File: src/include/ccid_map.vh
`ifndef CCID_MAP_VH
`define CCID_MAP_VH

// Register byte offsets on the slave bus
`define CCID_OFS_CTRL   5'h00
`define CCID_OFS_STAT   5'h04
`define CCID_OFS_WREG   5'h08
`define CCID_OFS_PTR0   5'h0c
`define CCID_OFS_PTR1   5'h10
`define CCID_OFS_PC     5'h14
`define CCID_OFS_PCHI   5'h18
`define CCID_OFS_CYC    5'h1c

// Status and control register field positions
`define CCID_ST_C       0
`define CCID_ST_DC      1
`define CCID_ST_Z       2
`define CCID_ST_PD      3
`define CCID_ST_TO      4
`define CCID_ST_GIE     5
`define CCID_ST_SLEEP   6
`define CCID_CTRL_RUN   0

// Reset values
`define CCID_RST_RUN    1'h0
`define CCID_RST_FLAG   1'h1

// Exact inherent and control words
`define CCID_OP_NOP     14'h0000
`define CCID_OP_RESET   14'h0001
`define CCID_OP_RETURN  14'h0008
`define CCID_OP_INTERRUPT_RETURN_OP  14'h0009
`define CCID_OP_CALL_BY_WORKING_OP   14'h000a
`define CCID_OP_BRW     14'h000b
`define CCID_OP_SLEEP   14'h0063
`define CCID_OP_WATCHDOG_CLEAR_OP  14'h0064

// Opcode prefixes, compared against the top bits
`define CCID_PF_PIN_DIRECTION_LOAD_OP    11'h00c
`define CCID_PF_MM      10'h001
`define CCID_PF_REGISTER_ADD_OP   6'h07
`define CCID_PF_CALL    3'h4
`define CCID_PF_GOTO    3'h5
`define CCID_PF_BRA     5'h19
`define CCID_PF_POINTER_ADD_LITERAL_OP  7'h62
`define CCID_PF_RETURN_WITH_LITERAL_OP   6'h34
`define CCID_PF_LITERAL_AND_OP   6'h39
`define CCID_PF_LITERAL_ADD_OP   6'h3e
`define CCID_PF_IDX     6'h3f

// Pointer step for inc/dec modes
`define CCID_STEP_UP    16'h0001
`define CCID_STEP_DN    16'hffff

// Core states
`define CCID_S_FETCH    3'h0
`define CCID_S_DECODE   3'h1
`define CCID_S_MEM      3'h2
`define CCID_S_END      3'h3
`define CCID_S_SLEEP    3'h4

`endif

File: src/ccid_alu.v
`default_nettype none
module ccid_alu (
	// Operands
	input  wire [7:0] a,
	input  wire [7:0] b,
	input  wire       and_sel,
	// Result and flags
	output wire [7:0] y,
	output wire       c,
	output wire       dc,
	output wire       z
);
	wire [8:0] sum;
	wire [4:0] low;

	// Full and low-nibble sums for carry and digit carry
	assign sum = {1'b0, a} + {1'b0, b};
	assign low = {1'b0, a[3:0]} + {1'b0, b[3:0]};

	// AND leaves carries meaningless; caller ignores them
	assign y  = and_sel ? (a & b) : sum[7:0];
	assign c  = sum[8];
	assign dc = low[4];
	assign z  = (y == 8'h00);
endmodule // ccid_alu
`default_nettype wire

File: src/ccid_core.v
// Function
// (RL1) PC change or true test: two cycles
// (RL2) Indirect with pointer MSb set: extra cycle
// (RL3) Branch by working register, two cycles
// (RL4) Call by working register, pushes return
// (RL5) Interrupt return pops PC, two cycles
// (RL6) Return with literal loads working register
// (RL7) Subroutine return pops PC, two cycles
// (RL8) Watchdog clear, one cycle, sets flags
// (RL9) Software reset instruction, one cycle
// (RL10) Sleep enters standby, updates flags
// (RL11) Load pin direction from working register
// (RL12) Pointer add literal, no flags change
// (RL13) Literal signed six bits, 16-bit pointer
// (RL14) Pointer arithmetic wraps modulo 16 bits
// (RL15) Indirect read with modes, zero flag
// (RL16) Indirect write with modes, no flags
// (RL17) Indexed indirect read, zero flag
// (RL18) Indexed indirect write, no flags
// (RL19) Literal AND into W, zero only
// (RL20) Literal add: carry, digit carry, zero
// (RL21) Register add, destination bit selects
// (RL22) Branch nine bits, jumps eleven, NOP
`include "ccid_map.vh"
`default_nettype none
module ccid_core #(
	parameter STACK_D = 16,
	parameter SP_W    = 4
) (
	// Clock and reset
	input  wire        core_clk,
	input  wire        rst_n,
	// Avalon-MM slave
	input  wire [4:0]  avs_address,
	input  wire        avs_read,
	input  wire        avs_write,
	input  wire [31:0] avs_writedata,
	output reg  [31:0] avs_readdata,
	output reg         avs_waitrequest,
	// Program memory, asynchronous read
	output reg  [14:0] prog_addr_r,
	input  wire [13:0] prog_data,
	// Data memory, asynchronous read
	output reg  [15:0] data_addr_r,
	output reg  [7:0]  data_wdata_r,
	output reg         data_we_r,
	output reg         data_re_r,
	input  wire [7:0]  data_rdata,
	// System events
	input  wire        wake_pin,
	output reg         soft_reset_r,
	output reg         watchdog_clear_r,
	output reg         sleep_r,
	// Pin direction load
	output reg         pin_dir_we_r,
	output reg  [2:0]  pin_dir_sel_r,
	output reg  [7:0]  pin_dir_data_r,
	// Retire report
	output reg         retire_r,
	output reg  [1:0]  retire_cycles_r
);
	reg  [7:0]  w_r;
	reg  [15:0] fsr0_r;
	reg  [15:0] fsr1_r;
	reg  [14:0] pc_r;
	reg  [6:0]  pclath_r;
	reg         c_r;
	reg         dc_r;
	reg         z_r;
	reg         to_r;
	reg         pd_r;
	reg         gie_r;
	reg         run_r;
	reg  [2:0]  state_r;
	reg  [13:0] ir_r;
	reg  [1:0]  nop_cnt_r;
	reg  [1:0]  cyc_r;
	reg  [15:0] retire_cnt_r;
	reg  [SP_W-1:0] sp_r;
	reg  [14:0] stk_r [0:STACK_D-1];
	reg         wk1_r;
	reg         wk2_r;
	reg         wk3_r;
	reg         wake_lvl_r;
	reg  [31:0] rd_mux;

	wire [13:0] op;
	wire        in_dec;
	wire        bus_req;
	wire        bus_wr;
	wire [14:0] pc_inc;
	wire [14:0] pop_pc;
	wire        is_pin_direction_load_op;
	wire        is_mm;
	wire        is_idx;
	wire        is_register_add_op;
	wire        is_call;
	wire        is_call_by_working_op;
	wire        mem_rd;
	wire        ptr_n;
	wire [15:0] ptr_cur;
	wire [15:0] k6_ext;
	wire [15:0] ptr_step;
	wire [15:0] ptr_upd;
	wire [15:0] mm_addr;
	wire [15:0] idx_addr;
	wire [7:0]  alu_b;
	wire [7:0]  alu_y;
	wire        alu_c;
	wire        alu_dc;
	wire        alu_z;

	// Instruction word: live from memory in decode, held after
	assign in_dec  = (state_r == `CCID_S_DECODE);
	assign op      = in_dec ? prog_data : ir_r;
	assign bus_req = avs_read | avs_write;
	assign bus_wr  = avs_write & ~avs_waitrequest;
	assign pc_inc  = pc_r + 15'h0001;
	assign pop_pc  = stk_r[sp_r - 1'b1];

	// Opcode classes
	assign is_pin_direction_load_op  = (op[13:3] == `CCID_PF_PIN_DIRECTION_LOAD_OP);
	assign is_mm    = (op[13:4] == `CCID_PF_MM);
	assign is_idx   = (op[13:8] == `CCID_PF_IDX);
	assign is_register_add_op = (op[13:8] == `CCID_PF_REGISTER_ADD_OP);
	assign is_call  = (op[13:11] == `CCID_PF_CALL);
	assign is_call_by_working_op = (op == `CCID_OP_CALL_BY_WORKING_OP);
	assign mem_rd   = (is_mm & ~op[3]) | (is_idx & ~op[7]);

	// Pointer select: n sits in a different bit per form
	assign ptr_n   = is_mm ? op[2] : (is_register_add_op ? op[0] : op[6]);
	assign ptr_cur = ptr_n ? fsr1_r : fsr0_r;
	// RL13 signed six-bit literal
	assign k6_ext  = {{10{op[5]}}, op[5:0]};
	assign ptr_step = op[0] ? `CCID_STEP_DN : `CCID_STEP_UP;
	// RL14 wraps by width
	assign ptr_upd  = ptr_cur + ptr_step;
	assign idx_addr = ptr_cur + k6_ext;
	// Post modes address with the old pointer
	assign mm_addr  = op[1] ? ptr_cur : ptr_upd;

	// Literal operand in decode, file operand in memory phase
	assign alu_b = in_dec ? op[7:0] : data_rdata;

	ccid_alu u_alu (
		.a       (w_r),
		.b       (alu_b),
		.and_sel (op[13:8] == `CCID_PF_LITERAL_AND_OP),
		.y       (alu_y),
		.c       (alu_c),
		.dc      (alu_dc),
		.z       (alu_z)
	);

	// Wake pin synchroniser; change accepted when stages agree
	always @(posedge core_clk or negedge rst_n) begin
		if (!rst_n) begin
			wk1_r      <= 1'b0;
			wk2_r      <= 1'b0;
			wk3_r      <= 1'b0;
			wake_lvl_r <= 1'b0;
		end else begin
			wk1_r <= wake_pin;
			wk2_r <= wk1_r;
			wk3_r <= wk2_r;
			if (wk2_r == wk3_r)
				wake_lvl_r <= wk3_r;
		end
	end

	// RL4 return address push
	always @(posedge core_clk) begin
		if (in_dec && !bus_wr && (is_call || is_call_by_working_op))
			stk_r[sp_r] <= pc_inc;
	end

	// Register read view
	always @* begin
		rd_mux = 32'h0000_0000;
		case (avs_address)
		`CCID_OFS_CTRL: rd_mux[`CCID_CTRL_RUN] = run_r;
		`CCID_OFS_STAT: rd_mux[6:0] = {sleep_r, gie_r, to_r, pd_r,
			z_r, dc_r, c_r};
		`CCID_OFS_WREG: rd_mux[7:0]  = w_r;
		`CCID_OFS_PTR0: rd_mux[15:0] = fsr0_r;
		`CCID_OFS_PTR1: rd_mux[15:0] = fsr1_r;
		`CCID_OFS_PC:   rd_mux[14:0] = pc_r;
		`CCID_OFS_PCHI: rd_mux[6:0]  = pclath_r;
		`CCID_OFS_CYC:  rd_mux[17:0] = {retire_cycles_r, retire_cnt_r};
		default:        rd_mux = 32'h0000_0000;
		endcase
	end

	// Bus answers only while the core is idle, so no write races it
	always @(posedge core_clk or negedge rst_n) begin
		if (!rst_n) begin
			avs_waitrequest <= 1'b1;
			avs_readdata    <= 32'h0000_0000;
		end else if (bus_req && avs_waitrequest &&
			(state_r == `CCID_S_FETCH || state_r == `CCID_S_SLEEP)) begin
			avs_waitrequest <= 1'b0;
			avs_readdata    <= rd_mux;
		end else begin
			avs_waitrequest <= 1'b1;
		end
	end

	// Core sequencer, decode and execute
	always @(posedge core_clk or negedge rst_n) begin
		if (!rst_n) begin
			w_r <= 8'h00;
			fsr0_r <= 16'h0000;
			fsr1_r <= 16'h0000;
			pc_r <= 15'h0000;
			pclath_r <= 7'h00;
			{c_r, dc_r, z_r, gie_r} <= 4'h0;
			to_r <= `CCID_RST_FLAG;
			pd_r <= `CCID_RST_FLAG;
			run_r <= `CCID_RST_RUN;
			state_r <= `CCID_S_FETCH;
			ir_r <= `CCID_OP_NOP;
			nop_cnt_r <= 2'h0;
			cyc_r <= 2'h0;
			retire_cnt_r <= 16'h0000;
			sp_r <= {SP_W{1'b0}};
			prog_addr_r <= 15'h0000;
			data_addr_r <= 16'h0000;
			data_wdata_r <= 8'h00;
			data_we_r <= 1'b0;
			data_re_r <= 1'b0;
			soft_reset_r <= 1'b0;
			watchdog_clear_r <= 1'b0;
			sleep_r <= 1'b0;
			pin_dir_we_r <= 1'b0;
			pin_dir_sel_r <= 3'h0;
			pin_dir_data_r <= 8'h00;
			retire_r <= 1'b0;
			retire_cycles_r <= 2'h0;
		end else begin
			data_we_r <= 1'b0;
			data_re_r <= 1'b0;
			soft_reset_r <= 1'b0;
			watchdog_clear_r <= 1'b0;
			pin_dir_we_r <= 1'b0;
			retire_r <= 1'b0;
			if (bus_wr) begin
				case (avs_address)
				`CCID_OFS_CTRL: run_r <= avs_writedata[`CCID_CTRL_RUN];
				`CCID_OFS_STAT: begin
					c_r   <= avs_writedata[`CCID_ST_C];
					dc_r  <= avs_writedata[`CCID_ST_DC];
					z_r   <= avs_writedata[`CCID_ST_Z];
					gie_r <= avs_writedata[`CCID_ST_GIE];
				end
				`CCID_OFS_WREG: w_r <= avs_writedata[7:0];
				`CCID_OFS_PTR0: fsr0_r <= avs_writedata[15:0];
				`CCID_OFS_PTR1: fsr1_r <= avs_writedata[15:0];
				`CCID_OFS_PCHI: pclath_r <= avs_writedata[6:0];
				default: ;
				endcase
			end else begin
				case (state_r)
				`CCID_S_FETCH: begin
					// Hold off while a bus access is pending
					if (run_r && !bus_req) begin
						prog_addr_r <= pc_r;
						state_r <= `CCID_S_DECODE;
					end
				end
				`CCID_S_DECODE: begin
					ir_r <= op;
					pc_r <= pc_inc;
					nop_cnt_r <= 2'h0;
					cyc_r <= 2'h1;
					state_r <= `CCID_S_END;
					// RL1 control ops take a NOP cycle
					if (op == `CCID_OP_BRW) begin
						// RL3 relative by working
						pc_r <= pc_inc + {7'h00, w_r};
						nop_cnt_r <= 2'h1;
						cyc_r <= 2'h2;
					end else if (is_call_by_working_op) begin
						// RL4 call by working
						pc_r <= {pclath_r, w_r};
						sp_r <= sp_r + 1'b1;
						nop_cnt_r <= 2'h1;
						cyc_r <= 2'h2;
					end else if (op == `CCID_OP_INTERRUPT_RETURN_OP) begin
						// RL5 pop and re-enable
						pc_r <= pop_pc;
						sp_r <= sp_r - 1'b1;
						gie_r <= 1'b1;
						nop_cnt_r <= 2'h1;
						cyc_r <= 2'h2;
					end else if (op[13:8] == `CCID_PF_RETURN_WITH_LITERAL_OP) begin
						// RL6 literal into W
						w_r <= op[7:0];
						pc_r <= pop_pc;
						sp_r <= sp_r - 1'b1;
						nop_cnt_r <= 2'h1;
						cyc_r <= 2'h2;
					end else if (op == `CCID_OP_RETURN) begin
						// RL7 subroutine return
						pc_r <= pop_pc;
						sp_r <= sp_r - 1'b1;
						nop_cnt_r <= 2'h1;
						cyc_r <= 2'h2;
					end else if (op[13:9] == `CCID_PF_BRA) begin
						// RL22 nine-bit signed branch
						pc_r <= pc_inc + {{6{op[8]}}, op[8:0]};
						nop_cnt_r <= 2'h1;
						cyc_r <= 2'h2;
					end else if (is_call ||
						op[13:11] == `CCID_PF_GOTO) begin
						// RL22 eleven-bit target
						pc_r <= {pclath_r[6:3], op[10:0]};
						if (is_call)
							sp_r <= sp_r + 1'b1;
						nop_cnt_r <= 2'h1;
						cyc_r <= 2'h2;
					end else if (op == `CCID_OP_WATCHDOG_CLEAR_OP) begin
						// RL8 watchdog clear
						watchdog_clear_r <= 1'b1;
						to_r <= 1'b1;
						pd_r <= 1'b1;
					end else if (op == `CCID_OP_RESET) begin
						// RL9 registers to reset values; TO, PD and run kept
						soft_reset_r <= 1'b1;
						pc_r <= 15'h0000;
						sp_r <= {SP_W{1'b0}};
						w_r <= 8'h00;
						fsr0_r <= 16'h0000;
						fsr1_r <= 16'h0000;
						pclath_r <= 7'h00;
						{c_r, dc_r, z_r, gie_r} <= 4'h0;
					end else if (op == `CCID_OP_SLEEP) begin
						// RL10 standby until wake
						to_r <= 1'b1;
						pd_r <= 1'b0;
						sleep_r <= 1'b1;
						state_r <= `CCID_S_SLEEP;
					end else if (is_pin_direction_load_op) begin
						// RL11 pin direction load
						pin_dir_we_r <= 1'b1;
						pin_dir_sel_r <= op[2:0];
						pin_dir_data_r <= w_r;
					end else if (op[13:7] == `CCID_PF_POINTER_ADD_LITERAL_OP) begin
						// RL12 pointer add, flags kept
						if (ptr_n)
							fsr1_r <= idx_addr;
						else
							fsr0_r <= idx_addr;
					end else if (op[13:8] == `CCID_PF_LITERAL_AND_OP) begin
						// RL19 AND literal, Z only
						w_r <= alu_y;
						z_r <= alu_z;
					end else if (op[13:8] == `CCID_PF_LITERAL_ADD_OP) begin
						// RL20 add literal, C DC Z
						w_r <= alu_y;
						c_r <= alu_c;
						dc_r <= alu_dc;
						z_r <= alu_z;
					end else if (is_mm || is_idx || is_register_add_op) begin
						state_r <= `CCID_S_MEM;
						data_wdata_r <= w_r;
						data_re_r <= mem_rd | is_register_add_op;
						data_we_r <= ~mem_rd & ~is_register_add_op;
						if (is_mm) begin
							// RL15 RL16 pre/post step
							data_addr_r <= mm_addr;
							if (ptr_n)
								fsr1_r <= ptr_upd;
							else
								fsr0_r <= ptr_upd;
							nop_cnt_r <= {1'b0, mm_addr[15]};
							cyc_r <= 2'h1 + {1'b0, mm_addr[15]};
						end else if (is_idx) begin
							// RL17 RL18 indexed access
							data_addr_r <= idx_addr;
							nop_cnt_r <= {1'b0, idx_addr[15]};
							cyc_r <= 2'h1 + {1'b0, idx_addr[15]};
						end else if (op[6:1] == 6'h00) begin
							// RL2 indirect file operand
							data_addr_r <= ptr_cur;
							nop_cnt_r <= {1'b0, ptr_cur[15]};
							cyc_r <= 2'h1 + {1'b0, ptr_cur[15]};
						end else begin
							data_addr_r <= {9'h000, op[6:0]};
						end
					end
					// Undefined words fall through as one-cycle NOPs
				end
				`CCID_S_MEM: begin
					state_r <= `CCID_S_END;
					if (mem_rd) begin
						// RL15 RL17 load W, zero flag
						w_r <= data_rdata;
						z_r <= (data_rdata == 8'h00);
					end else if (is_register_add_op) begin
						// RL21 add W and f to dest
						c_r <= alu_c;
						dc_r <= alu_dc;
						z_r <= alu_z;
						if (op[7]) begin
							data_we_r <= 1'b1;
							data_wdata_r <= alu_y;
						end else begin
							w_r <= alu_y;
						end
					end
				end
				`CCID_S_END: begin
					// RL1 RL2 burn NOP cycles then retire
					if (nop_cnt_r != 2'h0) begin
						nop_cnt_r <= nop_cnt_r - 2'h1;
					end else begin
						retire_r <= 1'b1;
						retire_cycles_r <= cyc_r;
						retire_cnt_r <= retire_cnt_r + 16'h0001;
						state_r <= `CCID_S_FETCH;
					end
				end
				`CCID_S_SLEEP: begin
					// Limitation: only the wake pin ends standby
					if (wake_lvl_r) begin
						sleep_r <= 1'b0;
						state_r <= `CCID_S_END;
					end
				end
				default: state_r <= `CCID_S_FETCH;
				endcase
			end
		end
	end
endmodule // ccid_core
`default_nettype wire

File: config.mk
export PLATFORM = sky130hd
export DESIGN_NAME = ccid_core
export DESIGN_NICKNAME = d
export VERILOG_FILES = /design/src/ccid_alu.v /design/src/ccid_core.v
export VERILOG_INCLUDE_DIRS = /design/src /design/src/include
export SDC_FILE = /design/constraint.sdc
export NUM_CORES = 1
export LEC_CHECK = 0
export ABC_AREA = 1
export BUFFER_PORTS_ARGS = -buffer_cell sky130_fd_sc_hd__buf_2
export CORE_MARGIN = 1.5
export CORE_UTILIZATION = 60
export CTS_CLUSTER_SIZE = 8
export DETAILED_ROUTE_END_ITERATION = 8
export PLACE_DENSITY_LB_ADDON = 0.1
export SYNTH_ARGS = -nofsm -noshare
export SYNTH_HDL_FRONTEND = slang
export SYNTH_SLANG_ARGS = --single-unit
File: constraint.sdc
create_clock -name core_clk -period 5.65 [get_ports core_clk]
set_clock_uncertainty 0.1 [all_clocks]
set_input_delay 0.2825 -clock core_clk [delete_from_list [all_inputs] [get_ports core_clk]]
set_output_delay 0.2825 -clock core_clk [all_outputs]
set_load 0.01 [all_outputs]
==> results of run 1 <==
-- registers in the layout, indices dropped and copies added, names as in the netlist, 3 cells and up --
| register | count |
|---|---|
| avs_readdata | 18 |
| data_addr_r | 16 |
| pin_dir_data_r | 8 |
| data_wdata_r | 8 |
| pc_r | 15 |
| stk_r | 240 |
| pin_dir_sel_r | 3 |
| retire_cnt_r | 16 |
| prog_addr_r | 15 |
| fsr1_r | 16 |
| state_r | 3 |
| w_r | 8 |
| sp_r | 4 |
| ir_r | 14 |
| fsr0_r | 16 |
| pclath_r | 7 |
-- cell families (layout without fill, tap and decap cells) --
group / after synthesis / in the layout / share of synthesized area
other: 1 / 14 / 0.0001588
buffers and inverters: 384 / 569 / 0.06641
flip-flops: 431 / 431 / 0.5078
AND/OR/NAND/NOR: 1041 / 1042 / 0.1881
XOR/XNOR: 64 / 64 / 0.02374
adder cells (fa/ha/maj): 66 / 66 / 0.03646
AO/OA/AOI/OAI: 699 / 699 / 0.1773
-- critical path, delay by kind of cell, from the launching register on --
family                     cells  cell delay [ns]
AOI/OAI and AO/OA              8             1.72
adders and majority gates      1             0.38
DFF                            1             0.51
xor gates and xnor gates       1             0.35
buffers and inverters          2             0.30
and+or+nand+nor               13             1.72
-- path summary, 6_finish.rpt --
path | slack, ns | cells past startpoint | end
max reg2reg | 0.47 | 25 | cyc_r[1]
min reg2reg | 0.26 | 0 | wk2_r
min in group asynchronous | 0.17 | 2 | data_wdata_r[0]
min | 0.03 | 5 | w_r[7]
max in group asynchronous | 3.95 | 3 | avs_readdata[16]
max | 0.47 | 25 | cyc_r[1]
-- metrics by stage --
| stage | hold WS (ns) | utilization |
|---|---|---|
| global route | 0.03698 | 0.6921 |
| global placement | 0.2499 | 0.6410 |
| CTS | 0.005843 | 0.6919 |
| detailed placement | 0.2417 | 0.6410 |
| finish | 0.03186 | 0.6921 |
| floorplan | -0.1131 | - |
-- cells in the mapped netlist (10+ instances only) --
master    count  area (um2)
a211oi_1     11       82.58
a21oi_1     111       555.5
a221oi_1     10       87.58
a31oi_1      20       125.1
buf_2        16       80.08
buf_4        18       135.1
clkbuf_1     83       311.6
dfrtp_1     189        4730
edfxtp_1    240        7207
ha_1         60       750.7
inv_1       237       889.6
inv_2        17       63.81
nand2_1     546        2049
nand2_2      12       75.07
nand3_1      92       460.4
nand4_1      17       106.4
nor2_1      284        1066
nor3_1       38       190.2
nor4_1       10       62.56
o211ai_1     38       285.3
o21ai_0     335        1677
o221ai_1     42       367.9
o22ai_1      56       350.3
xnor2_1      24       210.2
xor2_1       40       350.3
-- power by group through the flow --
stage | Clock [uW] | Combinational (uW) | Sequential (uW)
global route | 3500 | 11100 | 4580
detailed placement | 0 | 9800 | 4560
finish | 3340 | 10100 | 4540
global placement | 0 | 9610 | 4550
floorplan | 0 | 6850 | 4510
CTS | 3360 | 9900 | 4510
-- area by class of cell --
cell class	count	share of cell area
clock inverters	4	0.003033
multi-input cells	1885	0.3787
clock buffers	102	0.06225
flip-flops and latches	431	0.4472
inverters	261	0.03691
repair buffers	202	0.04774
well taps	518	0.02417
-- layer usage --
layer,up-vias,wire length (um),global-route usage
met5,-,0,0
met4,0,3547,0.1695
met3,217,5819,0.06041
met2,985,35160,0.5967
met1,10018,28920,0.4659
li1,9608,-,-
-- repair_timing --
action,CTS,global route
hold buffers,22,0
setup endpoints to repair,0,2
endpoints found under the hold margin,115,0
==> metrics, run 1 <==
routed vias 20828; Max VDD drop 412.0 uV; CTS H-tree depth 2; Synth cell types 73; Reg2Reg Launch Point state_r[0]; num rows 72; first-pass GRT wire length 113.1 mm; max_slew headroom 0.2603; Routed Antenna Nets 0; switching share of power 0.4860; CTS tree yes; DP Worst Slack 0.5157 ns; hold path start avs_writedata[7]; post-cts sizing count 0; crit end category flop; sequential share of power 0.252; CTS Buf Count 60; GRT overflow 0; Core Area 38740 um2; setup violators final 0; Highest Clock Rate 193.1 MHz; Synth Flop Type edfxtp_1; unrepaired setup endpoints after global routing no; internal power 9254 uW; post-route cell area 26810 um2; antenna cells 0; status completed; layout cells sized above 1 0.1158; largest net degree at the start of global routing 91; Area Growth Syn to Fin 13.57%; register area 11990 um2; crit start category flop; Starting Density 0.6094; DRT Pass-1 Iters 5; CP arrival 5.59 ns; DIE AREA 40550 um2; placed inst area 24830 um2; worst setup margin 0.4715 ns; placed cell count 3274; Comb pwr share 0.563; slew of the pin with the lowest slew margin 1.105 ns; Post-Synthesis Cells 2686; GP Congestion 0.9800; chip width 201.4 um; min Tclk post-route 5.178 ns; PwrDens 671.6 nW/um2; fin. max-slew vios 0; launch point of the worst path state_r[0]; hpwl dp 51.90 mm; Required @ worst endpoint 6.06 ns; Net Sw Power 8751 uW; clk sink count 431; area of the multi-input gates 10150 um2; EDFF count, synth 240; sequential share of the synthesized area 0.5078; Avg WL per Cell 21.58 um; vias in the first global route 20088; critical setup path kind reg2reg; Most common cell on crit path nand2_1; I/O Pins 156; root buffer cell clkbuf_16; Final Cycle Share 0.9165; crit-path max cell delay 0.51 ns; Avg Vias per Cell 6.120; CTS Buffer Depth 3; most frequent cells in the layout nand2_1 (546), o21ai_0 (335), nor2_1 (282), edfxtp_1 (240), inv_1 (237); Die Y 201.4 um; Slowest-stage cell, CP dfrtp_1; Finished Layout Cells 3403; CP Max Fanout 19; Clock power frac 0.185; clk slew on worst S/H paths 0.05 ns; # fillers 3063; flops & latches, synth 431; Ys Warns 0; DRT iter0 DRCs 1950; Worst-Skew Late Latency 0.62 ns; Setup TNS 0 ns; Final Hold Fails 0; initial antenna violation count 0; commonest non-fill, non-tap cell in the layout nand2_1; total power 18000 uW; MaxCap Viol Count 0; DRC 0; Mapped Area 23610 um2; Post-synth ARST share 0.4432; final wirelength 73.45 mm; Tot GR Track Use 0.3608; Port Buffers 125; Syn Area/Cell 8.789 um2; leakage power 0.01159 uW; min-delay worst type in2reg; Post-CTS Setup Repair Bufs 0; Final nets 2970
Power figures use the tool's default switching activity.
==> run 2, diff against run 1 <==
--- a/config.mk
+++ b/config.mk
@@ -9,7 +9,7 @@
 export ABC_AREA = 1
 export BUFFER_PORTS_ARGS = -buffer_cell sky130_fd_sc_hd__buf_2
 export CORE_MARGIN = 1.5
-export CORE_UTILIZATION = 60
+export CORE_UTILIZATION = 56
 export CTS_CLUSTER_SIZE = 8
 export DETAILED_ROUTE_END_ITERATION = 8
 export PLACE_DENSITY_LB_ADDON = 0.1
==> constraint.sdc (replaced) <==
create_clock -name core_clk -period 4.2 [get_ports core_clk]
set_clock_uncertainty 0.1 [all_clocks]
set_input_delay 0.21 -clock core_clk [delete_from_list [all_inputs] [get_ports core_clk]]
set_output_delay 0.21 -clock core_clk [all_outputs]
set_load 0.01 [all_outputs]
==> metrics, run 2 (synthesis results as in run 1) <==
root buffer cell clkbuf_16; launch point of the worst path state_r[2]; DRC 0; register area 11990 um2; final wirelength 79.40 mm; Starting Density 0.5653; fin. max-slew vios 0; MaxCap Viol Count 0; worst hold path stage count 4; worst path bufs/invs 5; Highest Clock Rate 237.6 MHz; Final Cycle Share 1.002; clk sink count 431; CTS Buffer Depth 3; unrepaired setup endpoints after global routing yes; Routed Antenna Nets 0; Final nets 3129; clk slew on worst S/H paths 0.05 ns; initial antenna violation count 0; chip width 208.3 um; worst setup margin -0.009330 ns; Reg with most FFs stk_r; Tot GR Track Use 0.3615; crit start category flop; CP delay by family, top simple AND/OR/NAND/NOR gates; area of the multi-input gates 10550 um2; DRT iter0 DRCs 1974; Largest regs stk_r (240), avs_readdata (18); Worst-Skew Late Latency 0.63 ns; CTS tree yes; Finished Layout Cells 3578; max reg flops 240; layout cells sized above 1 0.1810; GRT overflow 0; DIE AREA 43400 um2; Die Y 208.3 um; Core Area 41760 um2; CP arrival 4.61 ns; Most common cell on crit path buf_6; commonest non-fill, non-tap cell in the layout nand2_1; PwrDens 943.6 nW/um2; reg-to-reg endpoint data_addr_r[6]; # fillers 3421; crit-path cells nor2_4 -> nand3b_1 -> nand2_2 -> buf_6 -> nand3_4 -> nor2_8 -> nand3_4 -> nand2_8 -> clkinvlp_4 -> buf_6 -> o21ai_4 -> ha_4 -> buf_6 -> nand2_4 -> nand2_4 -> a31oi_4 -> buf_4 -> nor2_1 -> o21ai_0 -> nand2_1 -> xnor2_2 -> o21ai_0 -> a2111oi_0 -> nor2_1; vias in the first global route 20723; most frequent cells in the layout nand2_1 (531), o21ai_0 (318), nor2_1 (280), edfxtp_1 (240), inv_1 (232); Required @ worst endpoint 4.61 ns; failing checks negative setup slack; Avg WL per Cell 22.19 um; crit-path max cell delay 0.46 ns; Area Growth Syn to Fin 20.86%; Reg2Reg Launch Point state_r[2]; Max VDD drop 587.2 uV; Slowest-stage cell, CP dfrtp_2; antenna cells 0; min-delay worst type in2reg; max_slew headroom 0.2450; hpwl dp 56.45 mm; hold path start data_rdata[5]; critical setup path kind reg2reg; I/O Pins 156; min Tclk post-route 4.209 ns; r2r setup slk -0.009 ns; Final Hold Fails 0; first-pass GRT wire length 119.9 mm; placed cell count 3430; CP Max Fanout 6; Worst R2R Path Depth 24; WHS 0.04376 ns; CTS Buf Count 60; GP Congestion 1.002; Avg Vias per Cell 6.010; crit end category flop; num rows 75; Port Buffers 125; setup violators final 1; leakage power 0.01245 uW; hold endpoint z_r; routed vias 21503; slew of the pin with the lowest slew margin 1.129 ns; status finished with violations; CTS H-tree depth 2; DP Worst Slack -0.2022 ns; largest net degree at the start of global routing 125; DRT Pass-1 Iters 6
-- run 2: cell types whose count changed in the layout (fill, tap and decap cells not counted), moves of 11 or more --
cell | previous run | this run
o21ai_0 | 335 | 318
buf_4 | 54 | 192
nand2_2 | 12 | 23
nand2_1 | 546 | 531
-- run 2: per-stage QoR --
stage	area (um2)	TNS [ns]	total power (uW)	utilization
final	28530	-0.009330	26920	0.6833
after CTS	28030	0	25690	0.6713
after global placement	25920	-0.1431	20710	0.6207
after detailed placement	25920	-2.705	21000	0.6207
after floorplan	23660	0	15290	-
after global routing	28530	-0.9913	28610	0.6833
-- run 2: area by class of cell --
type                            instances  area share
Timing Repair Buffer                  359     0.08985
Tap cell                              539     0.02364
Clock inverter                          4    0.002982
Inverter                              261     0.03508
Clock buffer                           97     0.05854
Multi-Input combinational cell       1887      0.3696
Sequential cell                       431      0.4203
-- run 2: power by group --
group	internal (uW)	leakage (uW)	total (uW)	switching [uW]
registers	5550	0.00459	6090	531
logic	5910	0.00702	16300	10400
clock network	2690	0.000838	4500	1810
-- run 2: metal layers --
layer	vias to the layer above	global-route usage	wire [um]	share of wire
met1	10376	0.4602	31190	0.39
met3	209	0.05208	5733	0.072
met5	-	0	0	0
met4	0	0.1774	3725	0.047
li1	9925	-	-	-
met2	993	0.6074	38750	0.49
-- run 2: how the worst max path moves through the flow --
stage | end | slack [ns] | cells after the start
2_1_floorplan | fsr0_r[14] | 0.04 | 30
3_5_place_dp | fsr1_r[6] | -0.20 | 25
3_3_place_gp | fsr0_r[14] | -0.06 | 28
5_1_grt | fsr1_r[6] | -0.18 | 26
6_report | data_addr_r[6] | -0.009 | 24
4_1_cts | fsr0_r[14] | 0.009 | 30
-- run 2: tightest hold or removal path: cells and delay by family --
family	cells	cell delay, ns
simple gates	1	0.20
compound gates	2	0.16
buf+inv	1	0.13
-- run 2: timing repair --
| item | 4_1_cts | 5_1_grt |
|---|---|---|
| buffers inserted | 4 | 11 |
| endpoints found under the hold margin | 124 | 0 |
| resized for setup | 14 | 97 |
| pin swaps | 3 | 32 |
| gates cloned | 3 | 0 |
| endpoints found under the setup margin | 23 | 29 |
| hold buffers | 29 | 0 |
